File: src/verilog/ssbc_pkg.sv
// Package: register map, resets, field positions and timing for the braking control
`default_nettype none
package ssbc_pkg;
  // Register byte offsets on APB
  localparam logic [7:0] OFF_THRESH   = 8'h00;
  localparam logic [7:0] OFF_HSCORR   = 8'h04;
  localparam logic [7:0] OFF_METHOD   = 8'h08;
  localparam logic [7:0] OFF_DIST     = 8'h0C;
  localparam logic [7:0] OFF_SLCOMP   = 8'h10;
  localparam logic [7:0] OFF_CTRL     = 8'h14;
  localparam logic [7:0] OFF_STATUS   = 8'h18;
  // Reset values
  localparam logic [7:0] RST_THRESH   = 8'h6A;
  localparam logic [7:0] RST_HSCORR   = 8'h0C;
  localparam logic [7:0] RST_METHOD   = 8'h00;
  localparam logic [7:0] RST_DIST     = 8'h00;
  localparam logic [7:0] RST_SLCOMP   = 8'h00;
  localparam logic [7:0] RST_CTRL     = 8'h00;
  // Control register fields
  localparam int CTRL_STOP_RIGHT = 0;
  localparam int CTRL_STOP_LEFT  = 1;
  localparam int CTRL_BASIC_B2   = 2;
  localparam int CTRL_SHUNT_B5   = 3;
  localparam int CTRL_EXT_B6     = 4;
  // Method selector codes
  localparam logic [7:0] MODE_TIME  = 8'h00;
  localparam logic [7:0] MODE_AUTO  = 8'h01;
  localparam logic [7:0] MODE_MAN   = 8'h02;
  localparam logic [7:0] MODE_BOTH  = 8'h03;
  localparam logic [7:0] MODE_AUTOI = 8'h0B;
  localparam logic [7:0] MODE_MANI  = 8'h0C;
  localparam logic [7:0] MODE_BOTHI = 8'h0D;
  // Threshold validity and recognition timing
  localparam logic [7:0] THR_MIN    = 8'h01;
  localparam logic [7:0] THR_MAX    = 8'h0E;
  localparam int         CLK_HZ     = 25_000_000;
  localparam int         NORMAL_MS  = 500;
  localparam int         SLOW_MS    = 1000;
  localparam int         NORMAL_CYC = CLK_HZ / 1000 * NORMAL_MS;
  localparam int         SLOW_CYC   = CLK_HZ / 1000 * SLOW_MS;
  localparam int         FAST_CYC   = 1;
  // Full speed code
  localparam logic [7:0] FULL_SPEED = 8'hFF;

  typedef struct packed {
    logic [7:0] speed;
    logic       stopping;
    logic       detected;
  } ssbc_out_t;
endpackage
`default_nettype wire

File: src/verilog/ssbc_top.sv
// Braking control: asymmetry detection, brake sections and distance stops
//
// Operation
// - Hundreds digit selects recognition speed
// - Tens/ones digits give threshold in 0.1 V
// - Asymmetry at threshold triggers a stop
// - Threshold setting resets to 106
// - High-speed correction, default 12
// - Selector 1 auto, 2 manual, 3 both
// - Below full speed hold, then brake
// - Selectors 11-13 brake immediately
// - Selector 0 uses ordinary deceleration time
// - Distance setting scales stopping distance
// - Distance independent of starting speed
// - Manual mode stops on zero command
// - Distance stop only for full stops
// - Recompute travelled distance while stopping
// - Exponential braking curve during distance stop
// - Speed-limit stop compensation, default 0
// - Direction bits enable asymmetric stops
//
// The register addresses and the APB interface to the registers are this design's own decisions.
`default_nettype none
module ssbc_top #(
  parameter int NORMAL_CYCLES = ssbc_pkg::NORMAL_CYC,
  parameter int SLOW_CYCLES   = ssbc_pkg::SLOW_CYC
) (
  input  wire logic        pclk,
  input  wire logic        presetn,
  input  wire logic        clk_en,
  input  wire logic        psel,
  input  wire logic        penable,
  input  wire logic        pwrite,
  input  wire logic [7:0]  paddr,
  input  wire logic [31:0] pwdata,
  output logic             pready,
  output logic             pslverr,
  output logic      [31:0] prdata,
  input  wire logic [3:0]  half_wave_diff,
  input  wire logic        right_rail_high,
  input  wire logic        dc_brake_section,
  input  wire logic        dc_polarity_match,
  input  wire logic        signal_speed_influence_stop,
  input  wire logic [7:0]  target_speed,
  input  wire logic [7:0]  decel_rate,
  output ssbc_pkg::ssbc_out_t brake_out
);
  // Elaboration checks: slow recognition must never be quicker than normal
  if (NORMAL_CYCLES < 1) begin : g_bad_normal
    $error("ssbc_top: normal recognition interval must be at least one cycle");
  end
  if (SLOW_CYCLES < NORMAL_CYCLES) begin : g_bad_slow
    $error("ssbc_top: slow recognition interval shorter than normal");
  end

  // Configuration registers, one 8-bit field each
  logic [7:0] thresh_q;
  logic [7:0] hscorr_q;
  logic [7:0] method_q;
  logic [7:0] dist_q;
  logic [7:0] slcomp_q;
  logic [7:0] ctrl_q;

  // Pin synchronisers, two flops before any logic
  logic [3:0] diff_s1;
  logic [3:0] diff_s2;
  logic [3:0] pin_s1;
  logic [3:0] pin_s2;

  // Stop sequencer state
  typedef enum logic [1:0] {
    S_RUN,
    S_HOLD,
    S_BRAKE,
    S_STOPPED
  } ssbc_state_t;
  // Speed and distance are abstract units; 16 bits hold setting*256 plus correction
  ssbc_state_t state_q;
  ssbc_state_t state_d;
  logic [7:0]  speed_q;
  logic [7:0]  speed_d;
  logic [31:0] recog_cnt_q;
  logic        detected_q;
  logic [15:0] dist_left_q;
  logic [15:0] dist_left_d;
  logic [15:0] hold_q;
  logic [15:0] hold_d;
  logic [7:0]  tick_q;
  logic [7:0]  target_prev_q;

  // Hundreds and low digits of the threshold setting
  function automatic logic [1:0] hundreds(input logic [7:0] v);
    logic [1:0] h;
    h = 2'd0;
    if (v >= 8'd200)
      h = 2'd2;
    else if (v >= 8'd100)
      h = 2'd1;
    hundreds = h;
  endfunction
  function automatic logic [7:0] low_digits(input logic [7:0] v);
    logic [7:0] r;
    r = v;
    if (v >= 8'd200)
      r = v - 8'd200;
    else if (v >= 8'd100)
      r = v - 8'd100;
    low_digits = r;
  endfunction

  // APB decode: one select per register, shared by read mux and error
  wire sel_thresh = (paddr == ssbc_pkg::OFF_THRESH);
  wire sel_hscorr = (paddr == ssbc_pkg::OFF_HSCORR);
  wire sel_method = (paddr == ssbc_pkg::OFF_METHOD);
  wire sel_dist   = (paddr == ssbc_pkg::OFF_DIST);
  wire sel_slcomp = (paddr == ssbc_pkg::OFF_SLCOMP);
  wire sel_ctrl   = (paddr == ssbc_pkg::OFF_CTRL);
  wire sel_status = (paddr == ssbc_pkg::OFF_STATUS);
  // Writes land at the access edge only when clk_en is high
  wire apb_wr    = psel && penable && pwrite && clk_en;
  wire hit_known = sel_thresh || sel_hscorr || sel_method || sel_dist ||
                   sel_slcomp || sel_ctrl || sel_status;
  // Zero wait states: every access completes in its first access cycle
  assign pready  = 1'b1;
  assign pslverr = psel && penable && !hit_known;

  // Recognition digits; settings outside 1..14 tenths leave detection off
  // rather than guessing, so a mistyped value never stops a train
  wire [1:0] sens_digit = hundreds(thresh_q);
  wire [7:0] thr_tenths = low_digits(thresh_q);
  wire       thr_valid  = (thr_tenths >= ssbc_pkg::THR_MIN) && (thr_tenths <= ssbc_pkg::THR_MAX);
  wire [31:0] recog_len = (sens_digit == 2'd2) ? SLOW_CYCLES :
                          (sens_digit == 2'd1) ? NORMAL_CYCLES : ssbc_pkg::FAST_CYC;

  // Asymmetry at or above threshold, gated by direction enables
  wire over_thr   = thr_valid && ({4'h0, diff_s2} >= thr_tenths);
  wire dir_ok     = (ctrl_q[ssbc_pkg::CTRL_STOP_RIGHT] && pin_s2[0]) ||
                    (ctrl_q[ssbc_pkg::CTRL_STOP_LEFT] && !pin_s2[0]);
  wire asym_cond  = over_thr && dir_ok;

  // DC brake section reactions need the configurer's bits
  // Polarity-free sections skip the polarity match when the extended bit is set
  wire dc_cfg     = !ctrl_q[ssbc_pkg::CTRL_BASIC_B2] && ctrl_q[ssbc_pkg::CTRL_SHUNT_B5];
  wire dc_stop    = dc_cfg && pin_s2[1] &&
                    (pin_s2[2] || ctrl_q[ssbc_pkg::CTRL_EXT_B6]);

  // Mode decoding
  // Immediate variants share the auto/manual split of the plain codes
  wire mode_auto  = (method_q == ssbc_pkg::MODE_AUTO) || (method_q == ssbc_pkg::MODE_BOTH) ||
                    (method_q == ssbc_pkg::MODE_AUTOI) || (method_q == ssbc_pkg::MODE_BOTHI);
  wire mode_man   = (method_q == ssbc_pkg::MODE_MAN) || (method_q == ssbc_pkg::MODE_BOTH) ||
                    (method_q == ssbc_pkg::MODE_MANI) || (method_q == ssbc_pkg::MODE_BOTHI);
  wire mode_imm   = (method_q >= ssbc_pkg::MODE_AUTOI) && (method_q <= ssbc_pkg::MODE_BOTHI);
  wire auto_trig  = detected_q || dc_stop || pin_s2[3];
  // Manual stop: commanded speed falls to zero
  wire man_trig   = (target_speed == 8'h00) && (target_prev_q != 8'h00);
  wire dist_start = (mode_auto && auto_trig) || (mode_man && man_trig);

  // Stopping distance: setting scaled, plus correction terms
  // Product kept at 16 bits so its high byte survives the scaling
  wire [15:0] corr_prod   = hscorr_q * speed_q;
  wire [15:0] dist_raw    = {dist_q, 8'h00} + {8'h00, corr_prod[15:8]};
  // Compensation larger than the distance would wrap, so it saturates at zero
  wire [15:0] dist_target = (dist_raw > {8'h00, slcomp_q}) ? dist_raw - {8'h00, slcomp_q} : 16'h0000;

  // Speed controller cadence: one step every 256 cycles
  wire        tick_due  = (tick_q == 8'h00);
  // Time-constant braking step, floored at standstill
  wire [7:0]  time_step = (speed_q > decel_rate) ? speed_q - decel_rate : 8'h00;
  // Hold length grows as entry speed falls, so the brake point moves closer
  // Hold time for slower entry: distance shortfall against full-speed braking
  wire [15:0] hold_len = {8'h00, ssbc_pkg::FULL_SPEED - speed_q};
  // Exponential step: proportional to current speed, at least one
  wire [7:0]  exp_step = (speed_q >> 3) | 8'h01;

  // Sequencer next state
  // Distance stops run only from motion; a standing train starts no distance stop
  always_comb begin
    state_d     = state_q;
    speed_d     = speed_q;
    dist_left_d = dist_left_q;
    hold_d      = hold_q;
    case (state_q)
      S_RUN: begin
        if (dist_start && speed_q != 8'h00) begin
          dist_left_d = dist_target;
          hold_d      = mode_imm ? 16'h0000 : hold_len;
          state_d     = mode_imm ? S_BRAKE : S_HOLD;
        end else if (auto_trig && !mode_auto) begin
          // Time-constant braking at ordinary rate
          speed_d = time_step;
        end else if (tick_due) begin
          // Accelerations and partial reductions follow the speed controller
          speed_d = target_speed;
        end
      end
      S_HOLD: begin
        // Entry speed is kept, then braking runs at the full-speed rate
        if (hold_q == 16'h0000)
          state_d = S_BRAKE;
        else
          hold_d = hold_q - 16'h0001;
      end
      S_BRAKE: begin
        if (tick_due) begin
          // Recompute remaining distance and pick a step from it
          dist_left_d = (dist_left_q > {8'h00, speed_q}) ? dist_left_q - {8'h00, speed_q} : 16'h0000;
          if (dist_left_d == 16'h0000 || speed_q <= exp_step)
            speed_d = 8'h00;
          else if (dist_left_d[15:8] < speed_q)
            speed_d = speed_q - (exp_step << 1);
          else
            speed_d = speed_q - exp_step;
        end
        if (speed_q == 8'h00)
          state_d = S_STOPPED;
      end
      S_STOPPED: begin
        // Leave only once the trigger is gone and a speed is commanded
        if (!auto_trig && target_speed != 8'h00)
          state_d = S_RUN;
      end
      default: state_d = S_RUN;
    endcase
  end

  // Configuration registers; writes are lost while the clock enable is low
  // CTRL keeps only its five defined bits
  always_ff @(posedge pclk or negedge presetn) begin
    if (!presetn) begin
      thresh_q <= ssbc_pkg::RST_THRESH;
      hscorr_q <= ssbc_pkg::RST_HSCORR;
      method_q <= ssbc_pkg::RST_METHOD;
      dist_q   <= ssbc_pkg::RST_DIST;
      slcomp_q <= ssbc_pkg::RST_SLCOMP;
      ctrl_q   <= ssbc_pkg::RST_CTRL;
    end else if (apb_wr) begin
      case (paddr)
        ssbc_pkg::OFF_THRESH: thresh_q <= pwdata[7:0];
        ssbc_pkg::OFF_HSCORR: hscorr_q <= pwdata[7:0];
        ssbc_pkg::OFF_METHOD: method_q <= pwdata[7:0];
        ssbc_pkg::OFF_DIST:   dist_q   <= pwdata[7:0];
        ssbc_pkg::OFF_SLCOMP: slcomp_q <= pwdata[7:0];
        ssbc_pkg::OFF_CTRL:   ctrl_q   <= {3'b000, pwdata[4:0]};
        default: ;
      endcase
    end
  end

  // Asymmetry level passes two flops
  // Track pickup is asynchronous to pclk
  always_ff @(posedge pclk or negedge presetn) begin
    if (!presetn) begin
      diff_s1 <= 4'h0;
      diff_s2 <= 4'h0;
    end else if (clk_en) begin
      diff_s1 <= half_wave_diff;
      diff_s2 <= diff_s1;
    end
  end

  // Rail and section pins pass two flops
  // Only the second flop feeds any logic
  always_ff @(posedge pclk or negedge presetn) begin
    if (!presetn) begin
      pin_s1 <= 4'h0;
      pin_s2 <= 4'h0;
    end else if (clk_en) begin
      pin_s1 <= {signal_speed_influence_stop, dc_polarity_match, dc_brake_section, right_rail_high};
      pin_s2 <= pin_s1;
    end
  end

  // Persistence counter, restarts whenever the condition drops
  // One noisy cycle restarts the count: latency traded for fewer false stops
  always_ff @(posedge pclk or negedge presetn) begin
    if (!presetn) begin
      recog_cnt_q <= 32'h0000_0000;
      detected_q  <= 1'b0;
    end else if (clk_en) begin
      if (!asym_cond) begin
        recog_cnt_q <= 32'h0000_0000;
        detected_q  <= 1'b0;
      end else if (recog_cnt_q + 32'h0000_0001 >= recog_len) begin
        detected_q  <= 1'b1;
      end else begin
        recog_cnt_q <= recog_cnt_q + 32'h0000_0001;
      end
    end
  end

  // Sequencer state; speed updates every 256 cycles, except time-constant braking, which steps every cycle
  always_ff @(posedge pclk or negedge presetn) begin
    if (!presetn) begin
      state_q     <= S_RUN;
      speed_q     <= 8'h00;
      dist_left_q <= 16'h0000;
      hold_q      <= 16'h0000;
    end else if (clk_en) begin
      state_q     <= state_d;
      speed_q     <= speed_d;
      dist_left_q <= dist_left_d;
      hold_q      <= hold_d;
    end
  end

  // Cadence counter and last commanded speed for the zero test
  // Free-running, frozen with everything else when clk_en is low
  always_ff @(posedge pclk or negedge presetn) begin
    if (!presetn) begin
      tick_q        <= 8'h00;
      target_prev_q <= 8'h00;
    end else if (clk_en) begin
      tick_q        <= tick_q + 8'h01;
      target_prev_q <= target_speed;
    end
  end

  // Stopping flag covers the hold and brake phases of a distance stop
  wire stopping_d = (state_d == S_HOLD) || (state_d == S_BRAKE);

  // Outputs from flops
  // Speed and stopping fed from next-state values so speed never lags the sequencer
  always_ff @(posedge pclk or negedge presetn) begin
    if (!presetn)
      brake_out <= '0;
    else if (clk_en) begin
      brake_out.speed    <= speed_d;
      brake_out.stopping <= stopping_d;
      brake_out.detected <= detected_q;
    end
  end

  // Read mux, settings in the low byte, status in the low two bytes; status shows the registered flag seen on brake_out
  // Unmapped offsets read zero through the and-or structure
  wire [31:0] status_word = {16'h0000, speed_q, 4'h0, brake_out.detected, dc_stop, state_q};
  assign prdata = ({32{sel_thresh}} & {24'h00_0000, thresh_q}) |
                  ({32{sel_hscorr}} & {24'h00_0000, hscorr_q}) |
                  ({32{sel_method}} & {24'h00_0000, method_q}) |
                  ({32{sel_dist}}   & {24'h00_0000, dist_q}) |
                  ({32{sel_slcomp}} & {24'h00_0000, slcomp_q}) |
                  ({32{sel_ctrl}}   & {24'h00_0000, ctrl_q}) |
                  ({32{sel_status}} & status_word);
endmodule
`default_nettype wire

File: config.mk
export PLATFORM = sky130hd
export DESIGN_NAME = ssbc_top
export DESIGN_NICKNAME = d
export VERILOG_FILES = /design/src/verilog/ssbc_pkg.sv /design/src/verilog/ssbc_top.sv
export SDC_FILE = /design/constraint.sdc
export NUM_CORES = 1
export LEC_CHECK = 0
export BUFFER_PORTS_ARGS = -buffer_cell sky130_fd_sc_hd__buf_2
export CAP_MARGIN = 15
export CORE_ASPECT_RATIO = 0.8
export CORE_MARGIN = 4
export CORE_UTILIZATION = 35
export CTS_BUF_LIST = sky130_fd_sc_hd__clkbuf_4 sky130_fd_sc_hd__clkbuf_8 sky130_fd_sc_hd__clkbuf_16
export DETAILED_ROUTE_END_ITERATION = 7
export SYNTH_ARGS = -nofsm -noshare
export SYNTH_HDL_FRONTEND = slang
export SYNTH_SLANG_ARGS = --single-unit
File: constraint.sdc
create_clock -name pclk -period 15.2 [get_ports pclk]
set_input_delay 3.04 -clock pclk [delete_from_list [all_inputs] [get_ports pclk]]
set_output_delay 3.04 -clock pclk [all_outputs]
set_load 0.05 [all_outputs]
==> results.yml <==
final_layout:
  layout-drive-gt1-share: 0.1481
  diodes: 0
  area_growth_pct: 10.42
  layout.nets: 1706
timing:
  fin_crit_sh: 0.6024
  relSlewSlack: 0.3038
  finalClockSkew_ns: 0.01395
  fin_crit_ns: 9.157
  finalSetupViolCount: 0
  max_slew.worst_pin.slew_ns: 1.036
  fin_ws_ns: 6.043
  hold_viol: 0
  setup_tns_ns: 0
  maxSlewViolCount: 0
  rsz0062_at_grt: "no"
  fmax_mhz: 109.2
clock_tree:
  hold_buffers: 0
  cts_tree: "yes"
  worst_skew_pair.late_latency_ns: 0.45
  clk_pin_slew_ns: 0.07
  cts_made_buffers: 17
  clk_path_buf_depth: 2
  h-tree-depth: 4
  post-cts-setup-buffers: 0
  cts_resized: 0
  cts_sinks: 154
  ctsRootBufferMaster: "clkbuf_16"
placement:
  io_buffers: 72
  dp_slack_ns: 6.080
  gp_congestion: 0.9138
  dpl.hpwl_um: 26980
grt:
  grt_overflow: 0
  grt_max_degree: 107
  antenna_found_initial: 3
  grt_pass1_vias: 10550
  track_usage: 0.1771
  grt_pass1_wl_um: 58100
floorplan:
  die_h_um: 181.1
  die_area_mm2: 0.04065
  core_area_mm2: 0.03705
  io_pins: 114
  die_x_um: 224.4
  initial_core_util: 0.3540
  rows: 63
worst_setup_path:
  crit_arrival_ns: 6.12
  worstSetupPathType: "in -> out"
  endpoint_kind: "output pin"
  start_kind: "input pin"
  r2r_start: "brake_out[7]$_DFFE_PN0P_"
  cp_slowest_cell: "nor3_1"
  slowest_delay_ns: 0.97
  worst-path-max-fanout: 13
  cp.buffers_inverters: 2
  crit_chain: "buf_2, or4_1, nor2_1, nand2_1, nor3_1, a222oi_1, nand2_1, buf_2"
  cp-startpoint: "paddr[0]"
  cpLargestDelayFamily: "simple AND/OR/NAND/NOR gates"
  crit_required_ns: 12.16
route:
  postRouteAntennaNets: 0
  firstDrtPassIters: 7
  drc_errors: 0
  wirelength_um: 36000
  wl_per_cell_um: 18.06
  vias: 11090
  drt_iter0_drc: 901
  routed_via_density: 5.562
power_and_ir_drop:
  clkPwrFrac: 0.217
  ir_drop_mv: 0.08928
  pwr-share-seq: 0.267
  switching_share: 0.4574
  intPower_mw: 1.140
  p_comb_frac: 0.516
  p_sw_uw: 961.1
  p_leak_nw: 6.783
  p_per_area_mw_per_mm2: 145.1
logic_synthesis:
  yosysTopAreaCellShare: 0.2824
  synthFlopType: "dfrtp_1"
  syn_area_mm2: 0.01312
  synthTopCellsByArea: "dfrtp_1 28%, ha_1 9.8%, mux2_2 6.5%"
  syn_avg_cell_area_um2: 9.001
  synth_edf_count: 0
  yosysUniqueCellTypes: 84
  ys_seq_area_frac: 0.2944
  ys_seq_elements: 154
  synthArstFlopShare: 1.000
  netlist_instances: 1457
  yosys_warnings: 0
  synth_top_area_cell: "dfrtp_1"
hold_path:
  hold_path_class: "reg -> reg"
  hp-start: "tick_q[7]$_DFFE_PN0P_"
flow_run:
  drv_cap: 0
outcome:
  status: "completed"
## per-stage QoR
step	util	instance area, µm²	hold WS (ns)	cells	power [mW]
6_report	0.3909	14480	0.4756	1993	2.101
4_1_cts	0.3909	14480	0.4823	1993	2.103
5_1_grt	0.3909	14480	0.4859	1993	2.264
3_3_place_gp	0.3739	13850	0.4582	1960	1.629
3_5_place_dp	0.3740	13860	0.4688	1961	1.634
2_1_floorplan	-	13170	0.4385	1472	1.361
## state kept, by name, summed over array words and instances, names as in the netlist, 4 cells and up
name           cells
tick_q             8
pin_s1             4
brake_out         10
method_q           8
target_prev_q      8
pin_s2             4
hold_q            16
slcomp_q           8
diff_s1            4
dist_q             8
diff_s2            4
ctrl_q             5
recog_cnt_q       32
hscorr_q           8
dist_left_q       16
thresh_q           8
## Yosys cell counts (13+ instances only)
library cell  number
o21ai_0           57
nor4_1            21
a22oi_1           19
nand2b_1          13
or3_1             14
mux2_2            76
and3_1            17
ha_1             103
buf_2             15
a22o_1            18
inv_1            106
xor2_1            21
a21o_1            24
fa_1              40
a21oi_1           66
nor2b_1           16
buf_4             17
nand4_1           16
dfrtp_1          148
nor2_1            93
nand2_1          107
nor3_1            52
xnor2_1           47
and2_1            63
o21a_1            17
nand3_1           36
o211ai_1          20
clkbuf_1          48
## metal layers
metal / vias to the layer above / part of all wire / global-route usage
met3: 41 / 0.061 / 0.03476
li1: 5287 / - / -
met4: 6 / 0.018 / 0.04581
met5: - / 0.00094 / 0
met1: 5434 / 0.49 / 0.2654
met2: 318 / 0.43 / 0.2605
## cells by family (layout without fill, tap and decap cells)
logic type | count (synthesis) | count (layout) | share of synthesized area
muxes | 83 | 83 | 0.07155
adders and majority gates | 143 | 143 | 0.1593
xor gates and xnor gates | 68 | 68 | 0.04541
DFF | 154 | 154 | 0.2944
AOI/OAI and AO/OA | 333 | 333 | 0.1767
and+or+nand+nor | 483 | 483 | 0.1905
other | 2 | 17 | 0.0005726
buffers and inverters | 191 | 225 | 0.06153
## cells in the final DEF (no fill, tap or decap), types with 7 or more instances in the layout
master,count
or2_2,9
clkbuf_16,17
nor2b_1,16
a21oi_1,65
a31oi_1,9
a22oi_1,19
nand3_1,36
nor4_1,20
nor3_1,52
and2_1,63
or3_1,14
o21ai_0,57
dfrtp_1,148
nand2_1,107
buf_2,72
buf_4,13
and3_1,17
conb_1,17
nand4_1,16
nor2_1,92
o31ai_1,7
ha_1,103
a21o_1,24
a211oi_1,10
mux2_2,76
xnor2_1,47
a32oi_1,12
fa_1,40
nand2b_1,13
o21a_1,17
xor2_1,21
a22o_1,18
o211ai_1,20
inv_1,106
## worst register-to-register path: cells and delay by family (launching register included)
kind	cells	cell delay, ns
compound gates	9	2.38
simple gates	5	0.78
mux	1	0.28
fa+ha+maj	6	2.74
buf+inv	2	0.10
flops	1	0.78
## cell type report
cell class	count	area, µm²
repair buffers	86	469.2
well taps	487	609.3
clock buffers	17	425.4
clock inverters	15	198.9
fillers	3691	22570
inverters	107	401.6
flip-flops and latches	154	3861
multi-input cells	1127	8516
## path summary, 6_finish.rpt
| kind | depth (start not counted) | end | slack [ns] |
|---|---|---|---|
| worst max-delay path | 8 | prdata[3] | 6.04 |
| worst min-delay path | 1 | tick_q[7]$_DFFE_PN0P_ | 0.48 |
| worst max register to register | 23 | dist_left_q[11]$_DFFE_PN0P_ | 8.05 |
| worst min register to register | 1 | tick_q[7]$_DFFE_PN0P_ | 0.48 |
| max in group asynchronous | 2 | brake_out[8]$_DFFE_PN0P_ | 11.19 |
| min in group asynchronous | 1 | recog_cnt_q[29]$_DFFE_PN0P_ | 2.71 |
## power by group through the flow
stage,combinational [mW],clock (mW),sequential (mW)
floorplan,0.792,0,0.569
global placement,1.06,0,0.568
detailed placement,1.07,0,0.568
CTS,1.07,0.469,0.561
global route,1.21,0.486,0.572
finish,1.08,0.456,0.562
(Power assumes the default switching activity.)
